===== src/hdl/sdc_pkg.sv =====
// constants for the serial channel block: offsets, fields, reset values
// assumes a 32-bit apb slave and a byte-addressed dma memory port
package sdc_pkg;
	// ----------------------------------------
	// register offsets
	// ----------------------------------------
	localparam logic [7:0] OFS_CTRL   = 8'h00;
	localparam logic [7:0] OFS_FLAGS  = 8'h04;
	localparam logic [7:0] OFS_TXDATA = 8'h08;
	localparam logic [7:0] OFS_RXDATA = 8'h0c;
	localparam logic [7:0] OFS_STATUS = 8'h10;
	localparam logic [7:0] OFS_CLEAR  = 8'h14;
	localparam logic [7:0] OFS_IRQEN  = 8'h18;
	localparam logic [7:0] OFS_RXBUF  = 8'h20;
	localparam logic [7:0] OFS_RXCNT  = 8'h24;
	localparam logic [7:0] OFS_TXBUF  = 8'h28;
	localparam logic [7:0] OFS_TXCNT  = 8'h2c;
	localparam logic [7:0] OFS_CFG0   = 8'h30;
	localparam logic [7:0] OFS_CFG3   = 8'h3c;
	localparam logic [31:0] REG_RST   = 32'h0;
	// ----------------------------------------
	// field layout
	// ----------------------------------------
	localparam int CFG_NUM     = 4;
	localparam int CFG_IDX_W   = 2;
	localparam int CFG_IDLE_B  = 0;
	localparam int CFG_EDGE_B  = 1;
	localparam int CFG_BITS_LO = 4;
	localparam int CFG_BITS_W  = 4;
	localparam int CFG_DIV_LO  = 8;
	localparam int CFG_LEAD_LO = 16;
	localparam int CFG_GAP_LO  = 24;
	localparam int FLD_W       = 8;
	localparam int CTRL_EN_B   = 0;
	localparam int CTRL_P32_B  = 1;
	localparam int CTRL_SEL_LO = 8;
	localparam int EV_W        = 6;
	localparam int EV_RXFULL   = 0;
	localparam int EV_TXEMPTY  = 1;
	localparam int EV_RXDONE   = 4;
	localparam int EV_TXDONE   = 5;
	localparam int FLAG_BUSY   = 8;
	localparam int WORD_W      = 16;
	// ----------------------------------------
	// timing and word constants
	// ----------------------------------------
	localparam logic [4:0] BITS_MIN      = 5'h08;
	localparam logic [3:0] BITS_CODE_MAX = 4'h8;
	localparam logic [7:0] DIV_MIN       = 8'h02;
	localparam logic [4:0] PRESCALE_LAST = 5'h1f;
	localparam logic [15:0] GAP_ZERO     = 16'h0004;
	localparam logic [15:0] GAP_MULT     = 16'h0020;
	localparam logic [31:0] PTR_STEP     = 32'h2;
	typedef enum logic [1:0] {
		SDC_IDLE,
		SDC_LEAD,
		SDC_SHIFT,
		SDC_GAP
	} sdc_state_e;
endpackage


===== src/hdl/sdc_cfg_if.sv =====
// bundle between the block and its select configuration store
// assumes one writer and two registered readers
`timescale 1ns/1ps
interface sdc_cfg_if;
	import sdc_pkg::*;
	logic                 we;
	logic [CFG_IDX_W-1:0] waddr;
	logic [31:0]          wdata;
	logic [CFG_IDX_W-1:0] raddr_a;
	logic [CFG_IDX_W-1:0] raddr_b;
	logic [31:0]          rdata_a;
	logic [31:0]          rdata_b;
	modport mem (input we, waddr, wdata, raddr_a, raddr_b, output rdata_a, rdata_b);
	modport user (output we, waddr, wdata, raddr_a, raddr_b, input rdata_a, rdata_b);
endinterface


===== src/hdl/sdc_cfg_mem.sv =====
// per-select configuration words with registered read ports
// assumes synchronous active high reset on the one clock
`timescale 1ns/1ps
module sdc_cfg_mem
	import sdc_pkg::*;
#(
	parameter int DEPTH = CFG_NUM
) (
	// clock and reset
	input wire logic ref_clk_i,
	input wire logic reset_i,
	// store access
	sdc_cfg_if.mem   port
);
	logic [31:0] mem_r [DEPTH];

	if (DEPTH != CFG_NUM) begin : g_chk
		$error("depth must match select count");
	end

	for (genvar g = 0; g < DEPTH; g++) begin : g_word
		always_ff @(posedge ref_clk_i) begin
			if (reset_i) begin
				mem_r[g] <= REG_RST;
			end else if (port.we && port.waddr == CFG_IDX_W'(g)) begin
				mem_r[g] <= port.wdata;
			end
		end
	end

	always_ff @(posedge ref_clk_i) begin
		if (reset_i) begin
			port.rdata_a <= REG_RST;
			port.rdata_b <= REG_RST;
		end else begin
			port.rdata_a <= mem_r[port.raddr_a];
			port.rdata_b <= mem_r[port.raddr_b];
		end
	end
endmodule


===== src/hdl/sdc_top.sv =====
// serial master with receive/transmit dma channels and select configs
// assumes apb master, a dma memory port with ack, synchronous inputs
//
// Summary of operation
// RL1: software sets receive buffer start address first
// RL2: receive count zero stops; nonzero moves full words
// RL3: software sets transmit buffer start address first
// RL4: transmit count zero stops; nonzero fills empty holding
// RL5: idle bit sets serial clock idle level
// RL6: sample-edge bit picks change versus capture edge
// RL7: length code 0..8 gives 8..16 bits
// RL8: software avoids reserved length codes 9..15
// RL9: serial clock is main clock over twice divisor
// RL10: divisor fed by main clock or main/32
// RL11: divisor below two disables, clock idles
// RL12: zero lead delay means half serial period
// RL13: nonzero lead delay is field main periods
// RL14: zero gap delay means four main periods
// RL15: gap always inserted, else 32 times field
// RL16: channel done flags shown while count zero
// RL17: receive full set when word lands
// RL18: each move steps pointer, decrements count
// RL19: each select uses its own config word
//
// The APB interface to the registers was left to the implementer.
`timescale 1ns/1ps
module sdc_top
	import sdc_pkg::*;
#(
	parameter int ADDR_W = 8
) (
	// clock and reset
	input  wire logic              ref_clk_i,
	input  wire logic              reset_i,
	// apb slave
	input  wire logic [ADDR_W-1:0] paddr_i,
	input  wire logic              psel_i,
	input  wire logic              penable_i,
	input  wire logic              pwrite_i,
	input  wire logic [31:0]       pwdata_i,
	output logic      [31:0]       prdata_o,
	output logic                   pready_o,
	output logic                   pslverr_o,
	// dma memory port
	output logic                   dma_req_o,
	output logic                   dma_we_o,
	output logic      [31:0]       dma_addr_o,
	output logic      [WORD_W-1:0] dma_wdata_o,
	input  wire logic [WORD_W-1:0] dma_rdata_i,
	input  wire logic              dma_ack_i,
	// serial link
	output logic                   serial_clock_o,
	output logic                   mosi_o,
	input  wire logic              miso_i,
	output logic      [CFG_NUM-1:0] peripheral_select_n_o,
	// interrupt
	output logic                   irq_o
);
	if (ADDR_W < 8) begin : g_chk
		$error("address must reach all registers");
	end

	// ----------------------------------------
	// decode helpers
	// ----------------------------------------
	function automatic logic [4:0] bits_of(input logic [31:0] c);
		logic [3:0] k;
		k = c[CFG_BITS_LO +: CFG_BITS_W];
		if (k > BITS_CODE_MAX)
			k = BITS_CODE_MAX;
		return BITS_MIN + 5'(k);
	endfunction

	function automatic logic div_ok(input logic [31:0] c);
		return c[CFG_DIV_LO +: FLD_W] >= DIV_MIN;
	endfunction

	function automatic logic [WORD_W-1:0] align(input logic [WORD_W-1:0] w,
						    input logic [31:0] c);
		return w << (5'(WORD_W) - bits_of(c));
	endfunction

	// ----------------------------------------
	// state
	// ----------------------------------------
	sdc_cfg_if cfg ();
	logic [31:0]        ctrl_r;
	logic [31:0]        irqen_r;
	logic [31:0]        rx_ptr_r;
	logic [31:0]        tx_ptr_r;
	logic [15:0]        rx_cnt_r;
	logic [15:0]        tx_cnt_r;
	logic [WORD_W-1:0]  tx_hold_r;
	logic [WORD_W-1:0]  rx_data_r;
	logic [WORD_W-1:0]  sh_r;
	logic [WORD_W-1:0]  rx_sh_r;
	logic               tx_full_r;
	logic               rx_full_r;
	logic [EV_W-1:0]    stat_r;
	logic [4:0]         pre_cnt_r;
	logic [CFG_IDX_W-1:0] sel_q_r;
	sdc_state_e         st_r;
	logic [15:0]        dly_r;
	logic [7:0]         baud_r;
	logic [5:0]         edge_r;
	logic [31:0]        act_cfg_r;
	logic [CFG_IDX_W-1:0] act_sel_r;

	sdc_cfg_mem u_cfg (
		.ref_clk_i (ref_clk_i),
		.reset_i   (reset_i),
		.port      (cfg.mem)
	);

	// ----------------------------------------
	// apb decode
	// ----------------------------------------
	wire [7:0]  ofs    = paddr_i[7:0];
	wire        acc    = psel_i & penable_i;
	wire        rd_cyc = acc & ~pready_o;
	wire        wr_en  = acc & pready_o & pwrite_i;
	wire        rd_end = acc & pready_o & ~pwrite_i;
	wire        is_cfg = ofs >= OFS_CFG0 && ofs <= OFS_CFG3 && ofs[1:0] == 2'h0;
	wire        hit    = is_cfg || ofs == OFS_CTRL || ofs == OFS_FLAGS ||
			     ofs == OFS_TXDATA || ofs == OFS_RXDATA ||
			     ofs == OFS_STATUS || ofs == OFS_CLEAR ||
			     ofs == OFS_IRQEN || ofs == OFS_RXBUF ||
			     ofs == OFS_RXCNT || ofs == OFS_TXBUF ||
			     ofs == OFS_TXCNT;
	wire        w_ctrl = wr_en && ofs == OFS_CTRL;
	wire        w_tx   = wr_en && ofs == OFS_TXDATA;
	wire        w_clr  = wr_en && ofs == OFS_CLEAR;
	wire        w_ien  = wr_en && ofs == OFS_IRQEN;
	wire        w_rxp  = wr_en && ofs == OFS_RXBUF;
	wire        w_rxc  = wr_en && ofs == OFS_RXCNT;
	wire        w_txp  = wr_en && ofs == OFS_TXBUF;
	wire        w_txc  = wr_en && ofs == OFS_TXCNT;
	wire        r_rx   = rd_end && ofs == OFS_RXDATA;
	wire        en     = ctrl_r[CTRL_EN_B];
	wire [CFG_IDX_W-1:0] sel = ctrl_r[CTRL_SEL_LO +: CFG_IDX_W];

	assign cfg.we      = wr_en & is_cfg;
	assign cfg.waddr   = ofs[2 +: CFG_IDX_W];
	assign cfg.wdata   = pwdata_i;
	assign cfg.raddr_a = ofs[2 +: CFG_IDX_W];
	assign cfg.raddr_b = sel; // RL19

	wire [31:0] flags = {23'h0, st_r != SDC_IDLE, 2'h0,
			     tx_cnt_r == 16'h0, rx_cnt_r == 16'h0, 2'h0,
			     en & ~tx_full_r, rx_full_r}; // RL16
	wire [31:0] rd_mux =
		is_cfg              ? cfg.rdata_a :
		ofs == OFS_CTRL     ? ctrl_r :
		ofs == OFS_FLAGS    ? flags :
		ofs == OFS_RXDATA   ? {16'h0, rx_data_r} :
		ofs == OFS_STATUS   ? {26'h0, stat_r} :
		ofs == OFS_IRQEN    ? irqen_r :
		ofs == OFS_RXBUF    ? rx_ptr_r :
		ofs == OFS_RXCNT    ? {16'h0, rx_cnt_r} :
		ofs == OFS_TXBUF    ? tx_ptr_r :
		ofs == OFS_TXCNT    ? {16'h0, tx_cnt_r} : REG_RST;

	always_ff @(posedge ref_clk_i) begin
		if (reset_i) begin
			pready_o  <= 1'b0;
			pslverr_o <= 1'b0;
			prdata_o  <= REG_RST;
		end else begin
			pready_o  <= rd_cyc;
			pslverr_o <= rd_cyc & ~hit;
			prdata_o  <= rd_cyc ? rd_mux : REG_RST;
		end
	end

	// ----------------------------------------
	// clock prescale and config view
	// ----------------------------------------
	wire        pre_tick = ~ctrl_r[CTRL_P32_B] | pre_cnt_r == PRESCALE_LAST; // RL10
	wire [31:0] cfg_b    = cfg.rdata_b;
	wire        go       = en & tx_full_r & sel_q_r == sel & div_ok(cfg_b); // RL11
	wire [7:0]  a_div    = act_cfg_r[CFG_DIV_LO +: FLD_W];
	wire [7:0]  a_gap    = act_cfg_r[CFG_GAP_LO +: FLD_W];
	wire [7:0]  b_lead   = cfg_b[CFG_LEAD_LO +: FLD_W];
	wire        a_phase  = act_cfg_r[CFG_EDGE_B];
	wire        a_idle   = act_cfg_r[CFG_IDLE_B];
	wire [15:0] lead_ld  = b_lead == 8'h0 ? {8'h0, cfg_b[CFG_DIV_LO +: FLD_W]}
					      : {8'h0, b_lead}; // RL12 RL13
	wire [15:0] gap_ld   = a_gap == 8'h0 ? GAP_ZERO
					     : 16'({8'h0, a_gap} * GAP_MULT); // RL14 RL15
	wire [5:0]  edges_ld = {bits_of(act_cfg_r), 1'b0}; // RL7
	wire        dly_end  = pre_tick & dly_r == 16'h1;
	wire        baud_end = (st_r == SDC_SHIFT & pre_tick & baud_r == 8'h1) |
			       (st_r == SDC_LEAD & dly_end); // RL9 RL12
	wire        lead_e   = st_r == SDC_LEAD | ~edge_r[0];
	wire        samp     = baud_end & (lead_e == a_phase); // RL6
	wire        chg      = baud_end & ~samp;
	wire        word_end = baud_end & st_r == SDC_SHIFT & edge_r == 6'h1;
	wire        start    = st_r == SDC_IDLE & go;
	wire        restart  = st_r == SDC_GAP & dly_end & go &
			       cfg_b == act_cfg_r & sel == act_sel_r;
	wire        load     = start | restart;
	wire        release_sel = st_r == SDC_GAP & dly_end & ~restart;
	wire [WORD_W-1:0] al = align(tx_hold_r, cfg_b);
	wire [WORD_W-1:0] rx_sh_nxt = {rx_sh_r[WORD_W-2:0], miso_i};
	wire [WORD_W-1:0] rx_word   = samp ? rx_sh_nxt : rx_sh_r;
	wire        sel_on   = start | (st_r != SDC_IDLE & ~release_sel);
	wire [CFG_IDX_W-1:0] sel_idx = start ? sel : act_sel_r;
	logic [CFG_NUM-1:0] sel_n_nxt;

	for (genvar g = 0; g < CFG_NUM; g++) begin : g_sel
		assign sel_n_nxt[g] = ~(sel_on && sel_idx == CFG_IDX_W'(g));
	end

	always_ff @(posedge ref_clk_i) begin
		if (reset_i) begin
			pre_cnt_r <= 5'h0;
			sel_q_r   <= '0;
			peripheral_select_n_o <= '1;
		end else begin
			pre_cnt_r <= pre_cnt_r + 5'h1;
			sel_q_r   <= sel;
			peripheral_select_n_o <= sel_n_nxt; // RL15
		end
	end

	// ----------------------------------------
	// transfer sequencer
	// ----------------------------------------
	always_ff @(posedge ref_clk_i) begin
		if (reset_i) begin
			st_r      <= SDC_IDLE;
			dly_r     <= 16'h0;
			baud_r    <= 8'h0;
			edge_r    <= 6'h0;
			act_cfg_r <= REG_RST;
			act_sel_r <= '0;
			serial_clock_o <= 1'b0;
		end else begin
			case (st_r)
			SDC_IDLE: begin
				serial_clock_o <= cfg_b[CFG_IDLE_B]; // RL5 RL11
				if (start) begin
					st_r      <= SDC_LEAD;
					dly_r     <= lead_ld;
					act_cfg_r <= cfg_b; // RL19
					act_sel_r <= sel;
				end
			end
			SDC_LEAD: begin
				if (dly_end) begin
					st_r   <= SDC_SHIFT;
					serial_clock_o <= ~serial_clock_o; // RL12 RL13
					baud_r <= a_div;
					edge_r <= edges_ld - 6'h1;
				end else if (pre_tick) begin
					dly_r <= dly_r - 16'h1;
				end
			end
			SDC_SHIFT: begin
				if (baud_end) begin
					serial_clock_o <= ~serial_clock_o;
					baud_r <= a_div;
					edge_r <= edge_r - 6'h1;
					if (word_end) begin
						st_r  <= SDC_GAP;
						dly_r <= gap_ld;
					end
				end else if (pre_tick) begin
					baud_r <= baud_r - 8'h1;
				end
			end
			SDC_GAP: begin
				if (restart) begin
					st_r   <= SDC_SHIFT;
					baud_r <= a_div;
					edge_r <= edges_ld;
				end else if (dly_end) begin
					st_r <= SDC_IDLE;
				end else if (pre_tick) begin
					dly_r <= dly_r - 16'h1;
				end
			end
			default: st_r <= SDC_IDLE;
			endcase
		end
	end

	always_ff @(posedge ref_clk_i) begin
		if (reset_i) begin
			sh_r    <= '0;
			rx_sh_r <= '0;
			mosi_o  <= 1'b0;
		end else if (load) begin
			rx_sh_r <= '0;
			sh_r    <= cfg_b[CFG_EDGE_B] ? al << 1 : al;
			mosi_o  <= cfg_b[CFG_EDGE_B] ? al[WORD_W-1] : mosi_o; // RL6
		end else begin
			if (chg) begin
				mosi_o <= sh_r[WORD_W-1];
				sh_r   <= sh_r << 1;
			end
			if (samp)
				rx_sh_r <= rx_sh_nxt;
		end
	end

	// ----------------------------------------
	// dma channels
	// ----------------------------------------
	wire ack_rx = dma_req_o & dma_ack_i & dma_we_o;
	wire ack_tx = dma_req_o & dma_ack_i & ~dma_we_o;
	wire rx_go  = en & rx_full_r & rx_cnt_r != 16'h0 & ~dma_req_o; // RL2
	wire tx_go  = en & ~tx_full_r & tx_cnt_r != 16'h0 & ~dma_req_o & ~rx_go; // RL4
	wire [EV_W-1:0] ev;
	wire [EV_W-1:0] stat_nxt;

	assign ev[EV_RXFULL]  = word_end;
	assign ev[EV_TXEMPTY] = load;
	assign ev[3:2]        = 2'h0;
	assign ev[EV_RXDONE]  = ack_rx & rx_cnt_r == 16'h1;
	assign ev[EV_TXDONE]  = ack_tx & tx_cnt_r == 16'h1;
	assign stat_nxt = ev | (stat_r & ~(w_clr ? pwdata_i[EV_W-1:0] : '0));

	always_ff @(posedge ref_clk_i) begin
		if (reset_i) begin
			dma_req_o   <= 1'b0;
			dma_we_o    <= 1'b0;
			dma_addr_o  <= REG_RST;
			dma_wdata_o <= '0;
		end else if (rx_go) begin
			dma_req_o   <= 1'b1;
			dma_we_o    <= 1'b1;
			dma_addr_o  <= rx_ptr_r; // RL1
			dma_wdata_o <= rx_data_r;
		end else if (tx_go) begin
			dma_req_o  <= 1'b1;
			dma_we_o   <= 1'b0;
			dma_addr_o <= tx_ptr_r; // RL3
		end else if (dma_ack_i) begin
			dma_req_o <= 1'b0;
		end
	end

	always_ff @(posedge ref_clk_i) begin
		if (reset_i) begin
			rx_ptr_r <= REG_RST;
			tx_ptr_r <= REG_RST;
			rx_cnt_r <= 16'h0;
			tx_cnt_r <= 16'h0;
		end else begin
			rx_ptr_r <= w_rxp ? pwdata_i : ack_rx ? rx_ptr_r + PTR_STEP : rx_ptr_r; // RL18
			tx_ptr_r <= w_txp ? pwdata_i : ack_tx ? tx_ptr_r + PTR_STEP : tx_ptr_r; // RL18
			rx_cnt_r <= w_rxc ? pwdata_i[15:0] : ack_rx ? rx_cnt_r - 16'h1 : rx_cnt_r;
			tx_cnt_r <= w_txc ? pwdata_i[15:0] : ack_tx ? tx_cnt_r - 16'h1 : tx_cnt_r;
		end
	end

	// ----------------------------------------
	// data holding, flags, interrupt
	// ----------------------------------------
	always_ff @(posedge ref_clk_i) begin
		if (reset_i) begin
			ctrl_r    <= REG_RST;
			irqen_r   <= REG_RST;
			tx_hold_r <= '0;
			rx_data_r <= '0;
			tx_full_r <= 1'b0;
			rx_full_r <= 1'b0;
			stat_r    <= '0;
			irq_o     <= 1'b0;
		end else begin
			ctrl_r    <= w_ctrl ? pwdata_i : ctrl_r;
			irqen_r   <= w_ien ? {26'h0, pwdata_i[EV_W-1:0]} : irqen_r;
			tx_hold_r <= w_tx ? pwdata_i[WORD_W-1:0] : ack_tx ? dma_rdata_i : tx_hold_r;
			rx_data_r <= word_end ? rx_word : rx_data_r;
			tx_full_r <= w_tx | ack_tx | (tx_full_r & ~load);
			rx_full_r <= word_end | (rx_full_r & ~(ack_rx | r_rx)); // RL17
			stat_r    <= stat_nxt;
			irq_o     <= |(stat_nxt & irqen_r[EV_W-1:0]);
		end
	end
endmodule

===== config.mk =====
export PLATFORM = sky130hd
export DESIGN_NAME = sdc_top
export DESIGN_NICKNAME = d
export VERILOG_FILES = /design/src/hdl/sdc_pkg.sv /design/src/hdl/sdc_cfg_if.sv /design/src/hdl/sdc_cfg_mem.sv /design/src/hdl/sdc_top.sv
export SDC_FILE = /design/constraint.sdc
export NUM_CORES = 1
export LEC_CHECK = 0
export BUFFER_PORTS_ARGS = -buffer_cell sky130_fd_sc_hd__buf_2
export CORE_UTILIZATION = 60
export DETAILED_ROUTE_END_ITERATION = 7
export PLACE_DENSITY = 0.79
export SETUP_SLACK_MARGIN = 0.3
export SLEW_MARGIN = 15
export SYNTH_ARGS = -nofsm -noshare
export SYNTH_HDL_FRONTEND = slang
export SYNTH_SLANG_ARGS = --single-unit
export TNS_END_PERCENT = 20

===== constraint.sdc =====
create_clock -name ref_clk_i -period 6.4 [get_ports ref_clk_i]
set_input_delay 0.32 -clock ref_clk_i [delete_from_list [all_inputs] [get_ports ref_clk_i]]
set_output_delay 0.32 -clock ref_clk_i [all_outputs]
set_load 0.005 [all_outputs]

==> summary.txt <==
Timing
  – Setup_tns: 0 ns
  – Tcrit/Tclk final: 0.619
  – Slew Limit Headroom: 0.224
  – Max Clock Skew: 0.0254 ns
  – Final-report hold violation count: 0
  – Min Clock Period, post-route: 3.96 ns
  – Final worst slack: 2.44 ns
  – Final setup fails: 0
  – RSZ-0062 raised after global routing: no
  – Slew @ Worst Pin: 1.16 ns
  – Pins Over Slew Limit: 0
  – Fmax: ~250 MHz
  – Hold WS: 0.0206 ns

Setup path
  – Bufs and invs on worst path: 2
  – FF-to-FF End: dly_r[0]
  – CP Class: flop to flop
  – Slowest cell on the critical path: and3_1
  – Crit path max fanout: 33
  – Max stage delay on crit path: 0.91 ns
  – CP Data Required Time: ~6.9 ns
  – CP Launch Type: flop
  – Cell chain of the critical path: inv_1 > ha_1 > clkinv_1 > nor4b_1 > and3_1 > o21ai_2 > a221oi_1 > a211oi_1
  – R2r worst-path depth: 8
  – Setup crit end kind: flop
  – CP arrival: 4.43 ns
  – RR Startpoint: st_r[0]
  – R2R Setup Slk: 2.44 ns
  – Worst path top cell family by delay: simple AND/OR/NAND/NOR gates

Clock tree
  – Root buf cell: clkbuf_16
  – CTS tree: built
  – Clock Path Buffers: 3
  – Worst-Skew Late Latency: 0.63 ns
  – Cts bufs inserted: 56
  – CTS H-tree lvls: 2
  – Setup bufs post-CTS: 0
  – Post_cts resized: 0
  – Clk sinks: 562
  – CTS Hold Buffers Added: 3
  – Reg clk slew, reported paths: about 0.06 ns

Route
  – Post-route ant nets: 0
  – Drt wl/cell: 23.2 um
  – DR vias/cell: 6.40
  – Initial drt markers: ~2300
  – TritonRoute pass-1 iters: 5
  – Drt total wl: 79000 um
  – Drt drc: 0
  – Via count: 21800

Synthesis
  – Post-synth ARST share: 0
  – Top cells by area, synth: dfxtp_1, edfxtp_1, mux4_2
  – Top-area cell type share of the netlist area: 0.327
  – Area leader, netlist: dfxtp_1
  – Syn nets: approximately 2800
  – Synth cell types: just under 90
  – Adder-cell share of the synthesized area: 0.00990
  – Complex-gate fraction of the synthesized area: 0.140
  – Count leader, synth: dfxtp_1
  – Mean post-synth cell area: 9.73 um^2
  – Main combinational cell family by area after synthesis: simple AND/OR/NAND/NOR gates
  – #FFs+latches synth: approximately 560
  – Share of the yosys chip area belonging to registers: 0.472
  – Post-Synth XOR/XNOR Area: 0.0416
  – Synth top cells by count: dfxtp_1, nor2_1, nand2_1, and2_1, clkbuf_1
  – Mux share of post-synthesis cell area: 0.114
  – Synth Flop Type: dfxtp_1
  – EDFF count, synth: about 130
  – Synth Area in Simple Gates: 0.187
  – Netlist Area Pre-Place: 26500 um^2
  – Syn Inst Count: 2728
  – YS warnings: 0

Floorplanning
  – Area of the die: 45100 um^2
  – I/O pins: between 150 and 200
  – Die Width: 212 um
  – Core Area: 43400 um^2
  – Die H: 212 um
  – Initial Utilization: 0.612
  – Std-Cell Rows: 76

GRT
  – Grt total ovfl: 0
  – Global-route wire length before repair: 120000 um
  – Vias in the first global route: 20600
  – Largest net degree at the start of global routing: 188
  – Initial antenna violation count: 5
  – GRT Overall Usage: 0.351

Power and ir drop
  – Logic pwr share: 0.085
  – Power per cell area: 264 nW/um^2
  – Int Power: 5.90 mW
  – Seq pwr share: 0.479
  – P_leak: 11.1 nW
  – Switch share: 0.246
  – Sw Pwr: just under 2 mW
  – Clk network pwr share: 0.436
  – VDD IR-drop max: 0.000203 V

Cells and area
  – Layout area overhead: 11.5%
  – Share of cells above drive strength 1: 0.146
  – Fillers: 3352
  – Multi-input logic area: around 13000 um^2
  – Final net count: about 2900
  – Register Area: 12500 um^2
  – Final Core Density: 0.683

Worst hold path
  – Hold-critical path endpoint: ctrl_r[20]
  – Worst hold start: pwdata_i[20]
  – Hold Path Stages: 3
  – Worst hold path class: input port to flop

Status
  – Status: finished clean

Place
  – I/O Buffers: 153
  – Placer Congestion: 0.955
  – Hpwl dp: about 53000 um
  – DP Worst Slack: 2.28 ns

Job
  – Maxcap violations: 0
-- layout make-up --
type	count	share of cell area
Inverter	36	0.00457
Clock inverter	20	0.00621
Clock buffer	86	0.0594
Antenna cell	1	0.0000846
Timing Repair Buffer	188	0.0358
Multi-Input combinational cell	1927	0.446
Tap cell	585	0.0247
Sequential cell	562	0.424
-- cell usage in the layout (no fill, tap or decap), drive strengths merged, types with 9 or more instances in the layout --
master / count
a22oi: 36
nor2b: 12
a222oi: 9
xnor2: 43
a311oi: 17
and2: 197
mux2i: 126
a21oi: 160
buf: 185
inv: 35
nand2b: 15
dfxtp: 434
o21ai: 114
clkinv: 15
edfxtp: 128
nand3: 74
a221oi: 17
nor3: 41
or2: 9
xor2: 83
nor4: 32
nor2: 281
nand4: 21
or3: 21
a211oi: 132
and3: 26
ha: 21
clkbuf: 86
mux4: 77
o22ai: 9
nand2: 249
-- cells by family (layout without fill, tap and decap cells) --
kind of cell | count (synthesis) | count (layout)
XOR/XNOR | 126 | 126
multiplexers | 206 | 206
AND/OR/NAND/NOR | 1009 | 1009
adder cells (fa/ha/maj) | 21 | 21
other | 0 | 1
buffers and inverters | 239 | 330
flip-flops | 562 | 562
AO/OA/AOI/OAI | 565 | 565
-- worst min-delay path, stage by stage --
cell and delay, ns:
buf_2 0.16, nand2_1 0.07, a21oi_1 0.05
-- layer usage --
layer | GRT usage | up-vias | part of all wire
li1 | - | 9913 | -
met1 | 0.475 | 10600 | 0.40
met2 | 0.564 | 1141 | 0.47
met3 | 0.0592 | 180 | 0.096
met4 | 0.135 | 4 | 0.036
met5 | 0 | - | 0.00034
-- how the worst max path moves through the flow --
stage | start | to | slack [ns] | cells past startpoint
final | st_r[0] | dly_r[0] | 2.44 | 8
after global routing | st_r[0] | dly_r[0] | 2.03 | 8
after CTS | st_r[0] | dly_r[0] | 2.25 | 8
after detailed placement | st_r[0] | dly_r[0] | 2.28 | 8
after global placement | st_r[0] | dly_r[0] | 2.44 | 8
after floorplan | paddr_i[1] | u_cfg.mem_r[0][0] | 2.01 | 7
-- registers in the layout, summed over array words and instances (netlist names), 32 cells and up --
| name | count |
|---|---|
| dma_addr_o | 32 |
| rx_ptr_r | 32 |
| act_cfg_r | 32 |
| ctrl_r | 32 |
| u_cfg.mem_r | 128 |
| u_cfg.port.rdata_a | 32 |
| prdata_o | 32 |
| u_cfg.port.rdata_b | 32 |
| tx_ptr_r | 32 |
-- power by group through the flow --
stage	sequential (mW)	combinational, mW	clock (mW)
2_1_floorplan	3.81	0.456	0
3_3_place_gp	3.82	0.634	0
5_1_grt	3.75	0.712	3.57
6_report	3.75	0.661	3.41
4_1_cts	3.75	0.648	3.43
3_5_place_dp	3.82	0.641	0
-- stage by stage --
| step | total power, mW | cell area (um^2) | cells |
|---|---|---|---|
| finish | 7.82 | 29600 | 3405 |
| detailed placement | 4.46 | 27600 | 3295 |
| global placement | 4.45 | 27600 | 3295 |
| global route | 8.03 | 29600 | 3405 |
| CTS | 7.83 | 29600 | 3404 |
| floorplan | 4.26 | 26500 | 2728 |
Power figures use the tool's default switching activity.
